### config.mk
export PLATFORM = sky130hd
export DESIGN_NAME = aam_alarm_manager
export DESIGN_NICKNAME = d
export VERILOG_FILES = /design/src/aam_alarm_manager.v
export VERILOG_INCLUDE_DIRS = /design/src
export SDC_FILE = /design/constraint.sdc
export NUM_CORES = 2
export LEC_CHECK = 0
export BUFFER_PORTS_ARGS = -buffer_cell sky130_fd_sc_hd__buf_4
export CAP_MARGIN = 0
export CORE_AREA = 3 3 571 573
export DETAILED_ROUTE_END_ITERATION = 7
export DIE_AREA = 0 0 574 576
export GPL_TIMING_DRIVEN = 0
export SKIP_CTS_REPAIR_TIMING = 1
export SYNTH_ARGS = -nofsm -noshare
export SYNTH_HDL_FRONTEND = slang
export SYNTH_SLANG_ARGS = --single-unit
### constraint.sdc
create_clock -name CLK -period 29.2 [get_ports CLK]
set_input_delay 1.46 -clock CLK [delete_from_list [all_inputs] [get_ports CLK]]
set_output_delay 1.46 -clock CLK [all_outputs]
set_load 0.02 [all_outputs]
### src/aam_defines.vh
`ifndef AAM_DEFINES_VH
`define AAM_DEFINES_VH
// alarm count and id width
`define AAM_NALM 16
`define AAM_IDW 4
// alarms kept out of reset re-arming: power, supply, sensor, self-test, procedure
`define AAM_RESET_EXEMPT 16'h07FF
// log geometry
`define AAM_LOG_DEPTH 80
`define AAM_LOG_AW 7
`define AAM_TSW 32
// event codes
`define AAM_EV_DETECT 3'h0
`define AAM_EV_LEVEL 3'h1
`define AAM_EV_AUTORESET 3'h2
`define AAM_EV_RESET 3'h3
`define AAM_EV_SILENCE 3'h4
`define AAM_EV_SIL_END 3'h5
// urgency codes
`define AAM_URG_NONE 2'h0
`define AAM_URG_LOW 2'h1
`define AAM_URG_MED 2'h2
`define AAM_URG_HIGH 2'h3
// timing: clock rate and silence length
`define AAM_CLK_HZ 20000000
`define AAM_SILENCE_S 120
`define AAM_SILENCE_CYC (`AAM_SILENCE_S * `AAM_CLK_HZ)
// flash half periods in ms, converted to cycles
`define AAM_FAST_MS 125
`define AAM_SLOW_MS 500
`define AAM_FAST_CYC (`AAM_FAST_MS * (`AAM_CLK_HZ / 1000))
`define AAM_SLOW_CYC (`AAM_SLOW_MS * (`AAM_CLK_HZ / 1000))
// tone step length
`define AAM_TONE_MS 150
`define AAM_TONE_CYC (`AAM_TONE_MS * (`AAM_CLK_HZ / 1000))
`endif

### src/aam_alarm_manager.v
`timescale 1ns/100ps
`default_nettype none
`include "aam_defines.vh"
module aam_alarm_manager #(
   parameter [31:0] SILENCE_CYC = `AAM_SILENCE_CYC
) (
   // clock and reset
   input wire CLK,
   input wire RESET,
   // detectors: per-alarm urgency, 0 means inactive
   input wire [2*`AAM_NALM-1:0] ALM_URG,
   input wire [`AAM_NALM-1:0] ALM_LIMIT_CHG,
   input wire [`AAM_NALM-1:0] ALM_SIL_BREAK,
   output reg [`AAM_NALM-1:0] ALM_REARM,
   // operator keys, one-cycle pulses; TIME_NOW is the entry time stamp
   input wire SILENCE_KEY,
   input wire RESET_KEY,
   input wire CANCEL_KEY,
   input wire NEW_PATIENT_DONE,
   input wire LOG_VIEWED,
   input wire [`AAM_TSW-1:0] TIME_NOW,
   // indicators and sound
   output reg LAMP_HIGH,
   output reg LAMP_MED,
   output reg LAMP_LOW,
   output reg LAMP_SILENCE,
   output reg TONE_ON,
   output reg [1:0] TONE_CLASS,
   // log read port, index 0 newest
   input wire [`AAM_LOG_AW-1:0] LOG_IDX,
   output reg [`AAM_TSW+3+2+`AAM_IDW-1:0] LOG_DATA,
   output reg [`AAM_LOG_AW-1:0] LOG_COUNT,
   output reg LOG_UNREAD
);
   localparam EW = `AAM_TSW + 3 + 2 + `AAM_IDW;
   localparam N = `AAM_NALM;
   localparam [31:0] FAST_CYC = `AAM_FAST_CYC;
   localparam [31:0] SLOW_CYC = `AAM_SLOW_CYC;
   localparam [31:0] TONE_CYC = `AAM_TONE_CYC;
   localparam [`AAM_LOG_AW-1:0] DEPTH = `AAM_LOG_DEPTH;
   reg [EW-1:0] log_mem [0:`AAM_LOG_DEPTH-1];
   reg [`AAM_LOG_AW-1:0] wp_r;
   reg [2*N-1:0] prev_urg_r;
   reg [N-1:0] latch_high_r;
   reg sil_r;
   reg [31:0] sil_cnt_r;
   reg [31:0] fl_cnt_r;
   reg fast_r;
   reg slow_r;
   reg [31:0] tone_cnt_r;
   reg [4:0] step_r;
   reg low_done_r;
   reg [1:0] cls_prev_r;
   reg rst_pend_r;
   integer i;
   integer j;
   // one logged event per cycle; lowest alarm index wins, others next cycle
   reg ev_valid;
   reg [2:0] ev_code;
   reg [1:0] ev_urg;
   reg [`AAM_IDW-1:0] ev_id;
   reg [N-1:0] ev_done;
   reg any_active;
   reg new_high;
   reg any_high;
   reg any_med;
   reg any_low;
   reg [1:0] u;
   reg [1:0] p;
   reg [1:0] cls;
   reg sil_end;
   reg [`AAM_LOG_AW:0] rd_w;
   reg [`AAM_LOG_AW-1:0] rd;
   function [1:0] urg_of;
      input [2*N-1:0] v;
      input integer k;
      begin
         urg_of = v[2*k +: 2];
      end
   endfunction
   always @*
   begin
      ev_valid = 1'b0;
      ev_code = `AAM_EV_DETECT;
      ev_urg = `AAM_URG_NONE;
      ev_id = {`AAM_IDW{1'b0}};
      ev_done = {N{1'b0}};
      any_active = 1'b0;
      new_high = 1'b0;
      any_high = 1'b0;
      any_med = 1'b0;
      any_low = 1'b0;
      u = 2'h0;
      p = 2'h0;
      for (i = 0; i < N; i = i + 1)
      begin
         u = urg_of(ALM_URG, i);
         p = urg_of(prev_urg_r, i);
         if (u != `AAM_URG_NONE) any_active = 1'b1;
         if (u == `AAM_URG_HIGH) any_high = 1'b1;
         if (u == `AAM_URG_MED) any_med = 1'b1;
         if (u == `AAM_URG_LOW) any_low = 1'b1;
         // only alarms allowed to break silence count here
         if (u == `AAM_URG_HIGH && p != `AAM_URG_HIGH && ALM_SIL_BREAK[i]) new_high = 1'b1;
         if (!ev_valid && u != p)
         begin
            ev_valid = 1'b1;
            ev_done[i] = 1'b1;
            ev_id = i[`AAM_IDW-1:0];
            ev_urg = u;
            if (p == `AAM_URG_NONE) ev_code = `AAM_EV_DETECT;
            else if (u == `AAM_URG_NONE) ev_code = `AAM_EV_AUTORESET;
            else ev_code = `AAM_EV_LEVEL;
         end
      end
      // keys take the log slot before alarm changes; those retry next cycle
      sil_end = sil_r && (CANCEL_KEY || RESET_KEY || new_high || sil_cnt_r == 32'h00000001);
      if (SILENCE_KEY)
      begin
         ev_valid = 1'b1;
         ev_done = {N{1'b0}};
         ev_code = `AAM_EV_SILENCE;
         ev_urg = `AAM_URG_NONE;
         ev_id = {`AAM_IDW{1'b0}};
      end
      else if (sil_end)
      begin
         ev_valid = 1'b1;
         ev_done = {N{1'b0}};
         ev_code = `AAM_EV_SIL_END;
         ev_urg = `AAM_URG_NONE;
         ev_id = {`AAM_IDW{1'b0}};
      end
      // a reset entry pushed out by a silence entry is written the next cycle
      else if ((RESET_KEY && any_active) || rst_pend_r)
      begin
         ev_valid = 1'b1;
         ev_done = {N{1'b0}};
         ev_code = `AAM_EV_RESET;
         ev_urg = `AAM_URG_NONE;
         ev_id = {`AAM_IDW{1'b0}};
      end
      cls = any_high ? `AAM_URG_HIGH : any_med ? `AAM_URG_MED : any_low ? `AAM_URG_LOW : `AAM_URG_NONE;
      // one extra bit: pointer plus depth overflows the pointer width
      rd_w = {1'b0, wp_r} + {1'b0, DEPTH} - 8'h01 - {1'b0, LOG_IDX};
      rd_w = rd_w % {1'b0, DEPTH};
      rd = rd_w[`AAM_LOG_AW-1:0];
   end
   // prev urgency advances only for alarms whose change took the log slot, even when NEW_PATIENT_DONE drops the entry
   always @(posedge CLK)
   begin
      if (RESET)
      begin
         prev_urg_r <= {2*N{1'b0}};
         latch_high_r <= {N{1'b0}};
         ALM_REARM <= {N{1'b0}};
         wp_r <= 7'h00;
         LOG_COUNT <= 7'h00;
         LOG_UNREAD <= 1'b0;
         sil_r <= 1'b0;
         sil_cnt_r <= 32'h00000000;
         LOG_DATA <= {EW{1'b0}};
         rst_pend_r <= 1'b0;
      end
      else
      begin
         for (j = 0; j < N; j = j + 1)
         begin
            if (ev_done[j]) prev_urg_r[2*j +: 2] <= urg_of(ALM_URG, j);
            // limit change on a high alarm does not drop the latch
            if (urg_of(ALM_URG, j) == `AAM_URG_HIGH) latch_high_r[j] <= 1'b1;
            else if (RESET_KEY) latch_high_r[j] <= 1'b0;
         end
         // re-arm pulse; flush/calibration is not an alarm here and is untouched
         ALM_REARM <= {N{RESET_KEY}} & ~`AAM_RESET_EXEMPT;
         rst_pend_r <= ((RESET_KEY && any_active) || rst_pend_r) && (SILENCE_KEY || sil_end);
         if (NEW_PATIENT_DONE)
         begin
            wp_r <= 7'h00;
            LOG_COUNT <= 7'h00;
            LOG_UNREAD <= 1'b0;
         end
         else if (ev_valid)
         begin
            log_mem[wp_r] <= {TIME_NOW, ev_code, ev_urg, ev_id};
            wp_r <= (wp_r == DEPTH - 7'h01) ? 7'h00 : wp_r + 7'h01;
            if (LOG_COUNT != DEPTH) LOG_COUNT <= LOG_COUNT + 7'h01;
            LOG_UNREAD <= 1'b1;
         end
         else if (LOG_VIEWED)
            LOG_UNREAD <= 1'b0;
         LOG_DATA <= log_mem[rd];
         if (SILENCE_KEY)
         begin
            sil_r <= 1'b1;
            sil_cnt_r <= SILENCE_CYC;
         end
         else if (sil_end)
         begin
            sil_r <= 1'b0;
            sil_cnt_r <= 32'h00000000;
         end
         else if (sil_r)
            sil_cnt_r <= sil_cnt_r - 32'h00000001;
      end
   end
   // flash timebases and tone sequencer
   always @(posedge CLK)
   begin
      if (RESET)
      begin
         fl_cnt_r <= 32'h00000000;
         fast_r <= 1'b0;
         slow_r <= 1'b0;
         tone_cnt_r <= 32'h00000000;
         step_r <= 5'h00;
         low_done_r <= 1'b0;
         cls_prev_r <= 2'h0;
         LAMP_HIGH <= 1'b0;
         LAMP_MED <= 1'b0;
         LAMP_LOW <= 1'b0;
         LAMP_SILENCE <= 1'b0;
         TONE_ON <= 1'b0;
         TONE_CLASS <= 2'h0;
      end
      else
      begin
         if (cls == `AAM_URG_NONE)
         begin
            // park the flash phase lit so a fresh alarm lamp shows at once
            fl_cnt_r <= 32'h00000000;
            fast_r <= 1'b1;
            slow_r <= 1'b1;
         end
         else
         begin
            fl_cnt_r <= (fl_cnt_r == 2 * SLOW_CYC - 1) ? 32'h00000000 : fl_cnt_r + 32'h00000001;
            if (fl_cnt_r % FAST_CYC == FAST_CYC - 1) fast_r <= ~fast_r;
            if (fl_cnt_r % SLOW_CYC == SLOW_CYC - 1) slow_r <= ~slow_r;
         end
         cls_prev_r <= cls;
         // pattern restarts when the top class changes
         if (cls != cls_prev_r || tone_cnt_r == TONE_CYC - 1)
            tone_cnt_r <= 32'h00000000;
         else
            tone_cnt_r <= tone_cnt_r + 32'h00000001;
         if (cls != cls_prev_r)
         begin
            step_r <= 5'h00;
            low_done_r <= 1'b0;
         end
         else if (tone_cnt_r == TONE_CYC - 1)
         begin
            case (cls)
               // steps 0-9: tone/gap x5; 10-19 again; 20-23 pause
               `AAM_URG_HIGH: step_r <= (step_r == 5'd23) ? 5'h00 : step_r + 5'h01;
               `AAM_URG_MED: step_r <= (step_r == 5'd7) ? 5'h00 : step_r + 5'h01;
               `AAM_URG_LOW:
               begin
                  if (step_r == 5'd3) low_done_r <= 1'b1;
                  else step_r <= step_r + 5'h01;
               end
               default: step_r <= 5'h00;
            endcase
         end
         case (cls)
            `AAM_URG_HIGH: TONE_ON <= !sil_r && step_r < 5'd20 && !step_r[0];
            `AAM_URG_MED: TONE_ON <= !sil_r && step_r < 5'd6 && !step_r[0];
            `AAM_URG_LOW: TONE_ON <= !sil_r && !low_done_r && !step_r[0];
            default: TONE_ON <= 1'b0;
         endcase
         TONE_CLASS <= cls;
         LAMP_HIGH <= any_high ? fast_r : (|latch_high_r);
         LAMP_MED <= any_med & slow_r;
         LAMP_LOW <= any_low;
         LAMP_SILENCE <= sil_r;
      end
   end
endmodule // aam_alarm_manager
`default_nettype wire

Word level (Yosys, flattened, before mapping) --
Memory sizes are Yosys's and may differ from the RTL's. A register that Yosys moved wholly into a read port is not among the register bits. Cells that the tools add are included.
Word-level totals: flip-flop bits (word level) 188, RAM bits 3280, bits of input ports 110, output and inout bits 72, logic and storage cells 572, memories kept 1
Memories:
- log_mem | depth 80, width 41, rd ports 1, clocked after Yosys merged registers in 1, write ports 1, line aam_alarm_manager.v:41 | reg [EW-1:0] log_mem [0:`AAM_LOG_DEPTH-1];
Operators by class: add/subtract/negate cells 9, div/mod/pow operators 3, order comparisons 2, eq/ne operators 95, multiplexer cells 247, bitwise logic cells 3, reduce and logical (&&, ||, !) cells 159
Operators with widths (count):
- 2-to-1 mux 1 bit | 146
- 2-to-1 mux 2 bit | 54
- 2-to-1 mux 32 bit | 3
- nonzero test 2 bit | 36
- == test 2 bit, second input constant | 34
- 2-to-1 mux 4 bit | 17
- logical NOT 2 bit | 33
- adder 32 x 1 -> 32 bit, second input constant | 2
- == test 32 x 22 -> 1 bit, second input constant | 2
- logical AND 1 bit | 56
- 2-to-1 mux 3 bit | 18
- 2-to-1 mux 16 bit | 3
- == test 2 x 1 -> 1 bit, second input constant | 17
- != test 2 bit | 17
- != test 2 bit, second input constant | 17
- == test 32 x 1 -> 1 bit, second input constant | 1
- == test 32 x 24 -> 1 bit, second input constant | 1
- == test 32 x 25 -> 1 bit, second input constant | 1
- modulo 32 x 22 -> 32 bit, second input constant | 1
- modulo 32 x 24 -> 32 bit, second input constant | 1
- subtractor 32 x 1 -> 32 bit, second input constant | 1
- logical NOT 1 bit | 18
- OR reduction 16 bit | 1
- 2-to-1 mux 5 bit | 3
- other kinds (24) | 35

Longest topological paths before layout --
depth in word-level cells 54, gate-level depth with buffers 64

Least setup slack after synthesis --
No wires, ideal clock.
kind reg2reg, start point register fl_cnt_r[25], end point register fast_r, library setup time 0.132 ns, data arrival time 13.455 ns, data required time 29.068 ns, setup slack 15.613 ns, stages on the path, launching flop included 58, buffers on the path 7, cell sequence dfxtp_1 -> buf_2 -> or4_4 -> o221a_4 -> a21o_1 -> a2111oi_2 -> or4_1 -> buf_2 -> a31oi_1 -> o31ai_2 -> buf_2 -> mux2i_1 -> o211ai_2 -> a21oi_2 -> a21oi_1 -> o32a_1 -> or3_1 -> a211o_1 -> [... 22 more ...] -> a221oi_1 -> o21ai_1 -> a21oi_2 -> mux2_4 -> a311oi_2 -> o311ai_4 -> or3_1 -> a21o_1 -> o311ai_4 -> nand2_2 -> o32a_1 -> o21a_1 -> a21o_1 -> a2111oi_0 -> o2111ai_1 -> a2111oi_2 -> xnor2_1 -> a21oi_1
Between the ends: cells in the longest elaborated chain, start to end 3
RTL lines:
- start, declared | line aam_alarm_manager.v:47 | reg [31:0] fl_cnt_r;
- start signal, assigned | line aam_alarm_manager.v:237 | fl_cnt_r <= (fl_cnt_r == 2 * SLOW_CYC - 1) ? 32'h00000000 : fl_cnt_r + 32'h00000001;
- modulo 32 x 22 -> 32 bit | line aam_alarm_manager.v:238 | if (fl_cnt_r % FAST_CYC == FAST_CYC - 1) fast_r <= ~fast_r;
- == test 32 x 22 -> 1 bit | line aam_alarm_manager.v:238
- nonzero test 2 bit (no line)
- end signal, assigned | line aam_alarm_manager.v:238
- end, declared | line aam_alarm_manager.v:48 | reg fast_r;
Every way passes these cells. A chain may end at the register's enable or synchronous reset.

Worst setup path in the final report --
Ends and elaborated chain as after synthesis.

==> results.toml <==
[hold_path]
hold_path.class = "flip-flop to flip-flop"

[sta]
max_slew_margin_pct = 1.04
fin_tns_setup_ns = 0
fmax_mhz = 57.0
period_needed_ns = 17.56
hold_viol = 0
setup_viol = 0
skew_ns = 0.0716
finalMaxSlewViolations = 0
whs_ns = 0.481
rsz0062_at_grt = "no"
worst_pin_slew_ns = 1.48
min_period_over_period_pct = 60.1
setup_ws_ns = 11.64

[logic_synthesis]
netlist_instances = 7747
yosys.area.top_type_share_pct = 68.3
synthAdderAreaFrac_pct = 0.281
synth_edf_count = 3280
yosys_most_used_dff = "edfxtp_1"
synth_compound_area_share_pct = 3.72
ys_seq_area_share_pct = 71.3
netlist_top_cells_area = "edfxtp_1 (68%), mux4_2 (16%), dfxtp_1 (3.0%)"
syn_avg_cell_area_um2 = 18.6
synth_common_cells = "edfxtp_1 (3280), mux4_2 (1027), nand2_1 (470)"
muxShareOfSynthArea_pct = 16.5
syn_area_mm2 = 0.144
synth_top_family_by_area = "multiplexers"
synth_simple_gate_area_share_pct = 5.04
ys_warn_count = 0
ys_seq_elements = 3498
ys_types = 129
synth_most_common_cell = "edfxtp_1"
synthArstFlopShare_pct = 0
synth_xor_area_share_pct = 1.77
yosys.area.top_type = "edfxtp_1"

[worst_setup_path]
worstSetupStartpointType = "flip-flop"
worst_path_most_repeated_cell = "a21oi_1"
arrival_ns = 18.26
cp_slowest_cell = "o21ai_0"
cp.required_ns = 29.91
crit_fanout = 10
regToRegSetupSlack_ns = 11.64
cpPeakStageDelay_ns = 0.88
crit_type = "flip-flop to flip-flop"
crit_path_end_kind = "flip-flop"

[final_layout]
fin_area_mm2 = 0.166
layout-drive-gt1-share_pct = 23.6
area_growth_pct = 14.8
final_nets = 8513
multiInputGateArea_mm2 = 0.0401
ff_latch_area_mm2 = 0.103
utilization_pct = 51.6
fillers = 25710
final_cells = 12969

[detailed_routing]
drcViolationCount = 0
ant_nets = 0
firstDrtPassIters = 8
dr_wl_met3_um = 35800
via_per_inst = 6.07
drt_wl_total_um = 415000
routedWlPerCell_um = 32.0
vias = 78782
drtIter0Drc = 10047
drt-met1-wl_um = 166000
met2_length_um = 196000
dr.max_layer_used = "met5"

[place]
placed_area_mm2 = 0.154
dpl.hpwl_um = 283000
place_congestion = 0.982
place_ws_ns = 12.14
numPortBuffers = 122
dp.cells = 12322

[clock_tree]
cts_buffers = 356
cts_sinks = 3498
clkTransAtPathRegs_ns = 0.06
cts_tree = "built"
htreeDepth = 5
clk_path_buf_depth = 4
clock_latency_ns = 0.90
clockRootBuffer = "clkbuf_16"

[pwr]
leakagePower_nw = 52.2
power_mw = 11.0
power_density_mw_per_mm2 = 66.6
ir_drop_uv = 50.6

[floorplan]
start_util_pct = 44.9
num_io_pins = 182
placementRows = 208
dieWidth_um = 574
core_area_mm2 = 0.321
die_area_mm2 = 0.331
die_y_um = 576

[grt]
grt.total_usage_pct = 24.9
grt_max_degree = 81
grt_pass1_vias = 78112
grt-ovfl-total = 0
grt_pass1_wl_um = 587000
grt_antenna_before_repair = 36

[job]
max_cap_violations = 1

[run_status]
outcome = "complete, but fails checks"
violations = "max-capacitance violations"
==> routing by layer <==
| metal | GRT usage, % | vias to the layer above |
|---|---|---|
| met2 | 39.6 | 3457 |
| li1 | - | 32898 |
| met1 | 34.5 | 41810 |
| met3 | 4.62 | 603 |
| met4 | 9.08 | 14 |
| met5 | 0 | - |
==> cell families after synthesis <==
group           count (synthesis)
xor+xnor                      286
buf+inv                       518
simple gates                 1569
flops                        3498
fa+ha+maj                      33
mux                          1090
other cells                     1
compound gates                752
==> cell usage in the layout (no fill, tap or decap), drive strengths merged, types with 158 or more instances in the layout <==
cell,instances
edfxtp,3280
mux4,1027
clkbuf,747
nand2,475
nor2,470
buf,378
dfxtp,218
nand3,218
a21oi,213
xnor2,167
clkinv,158
==> state kept, by name, summed over array words and instances (netlist names), 2 cells and up <==
signal        flops
sil_cnt_r        32
log_mem        3280
step_r            5
LOG_DATA         41
prev_urg_r       32
LOG_COUNT         7
latch_high_r     16
wp_r              7
TONE_CLASS        2
tone_cnt_r       32
fl_cnt_r         32
==> worst paths after layout <==
kind / startpoint / end / cells after the start
worst max-delay path: fl_cnt_r[25]$_SDFF_PP0_ / fast_r$_SDFFE_PP0P_ / 50
worst min-delay path: tone_cnt_r[0]$_SDFF_PP0_ / tone_cnt_r[0]$_SDFF_PP0_ / 1
worst max register to register: fl_cnt_r[25]$_SDFF_PP0_ / fast_r$_SDFFE_PP0P_ / 50
worst min register to register: tone_cnt_r[0]$_SDFF_PP0_ / tone_cnt_r[0]$_SDFF_PP0_ / 1
==> power by group <==
| part | switching [mW] | internal, mW | total [mW] |
|---|---|---|---|
| clock network | 1.89 | 2.56 | 4.45 |
| logic | 0.693 | 0.381 | 1.07 |
| registers | 0.00991 | 5.49 | 5.50 |
| total | 2.60 | 8.43 | 11.0 |
==> critical path, delay by kind of cell, from the launching register on <==
family,cells,cell delay (ns)
xor gates and xnor gates,4,1.59
muxes,1,0.36
and+or+nand+nor,10,2.97
buffers and inverters,4,0.89
AOI/OAI and AO/OA,31,11.28
DFF,1,0.29
==> area by class of cell <==
type / count / area share, %
Antenna cell: 10 / 0.0151
Multi-Input combinational cell: 3741 / 24.2
Timing Repair Buffer: 261 / 2.40
Buffer: 434 / 1.07
Clock buffer: 430 / 5.71
Tap cell: 4305 / 3.25
Clock inverter: 206 / 1.07
Sequential cell: 3498 / 62.1
Inverter: 84 / 0.192
(Power assumes the default switching activity.)
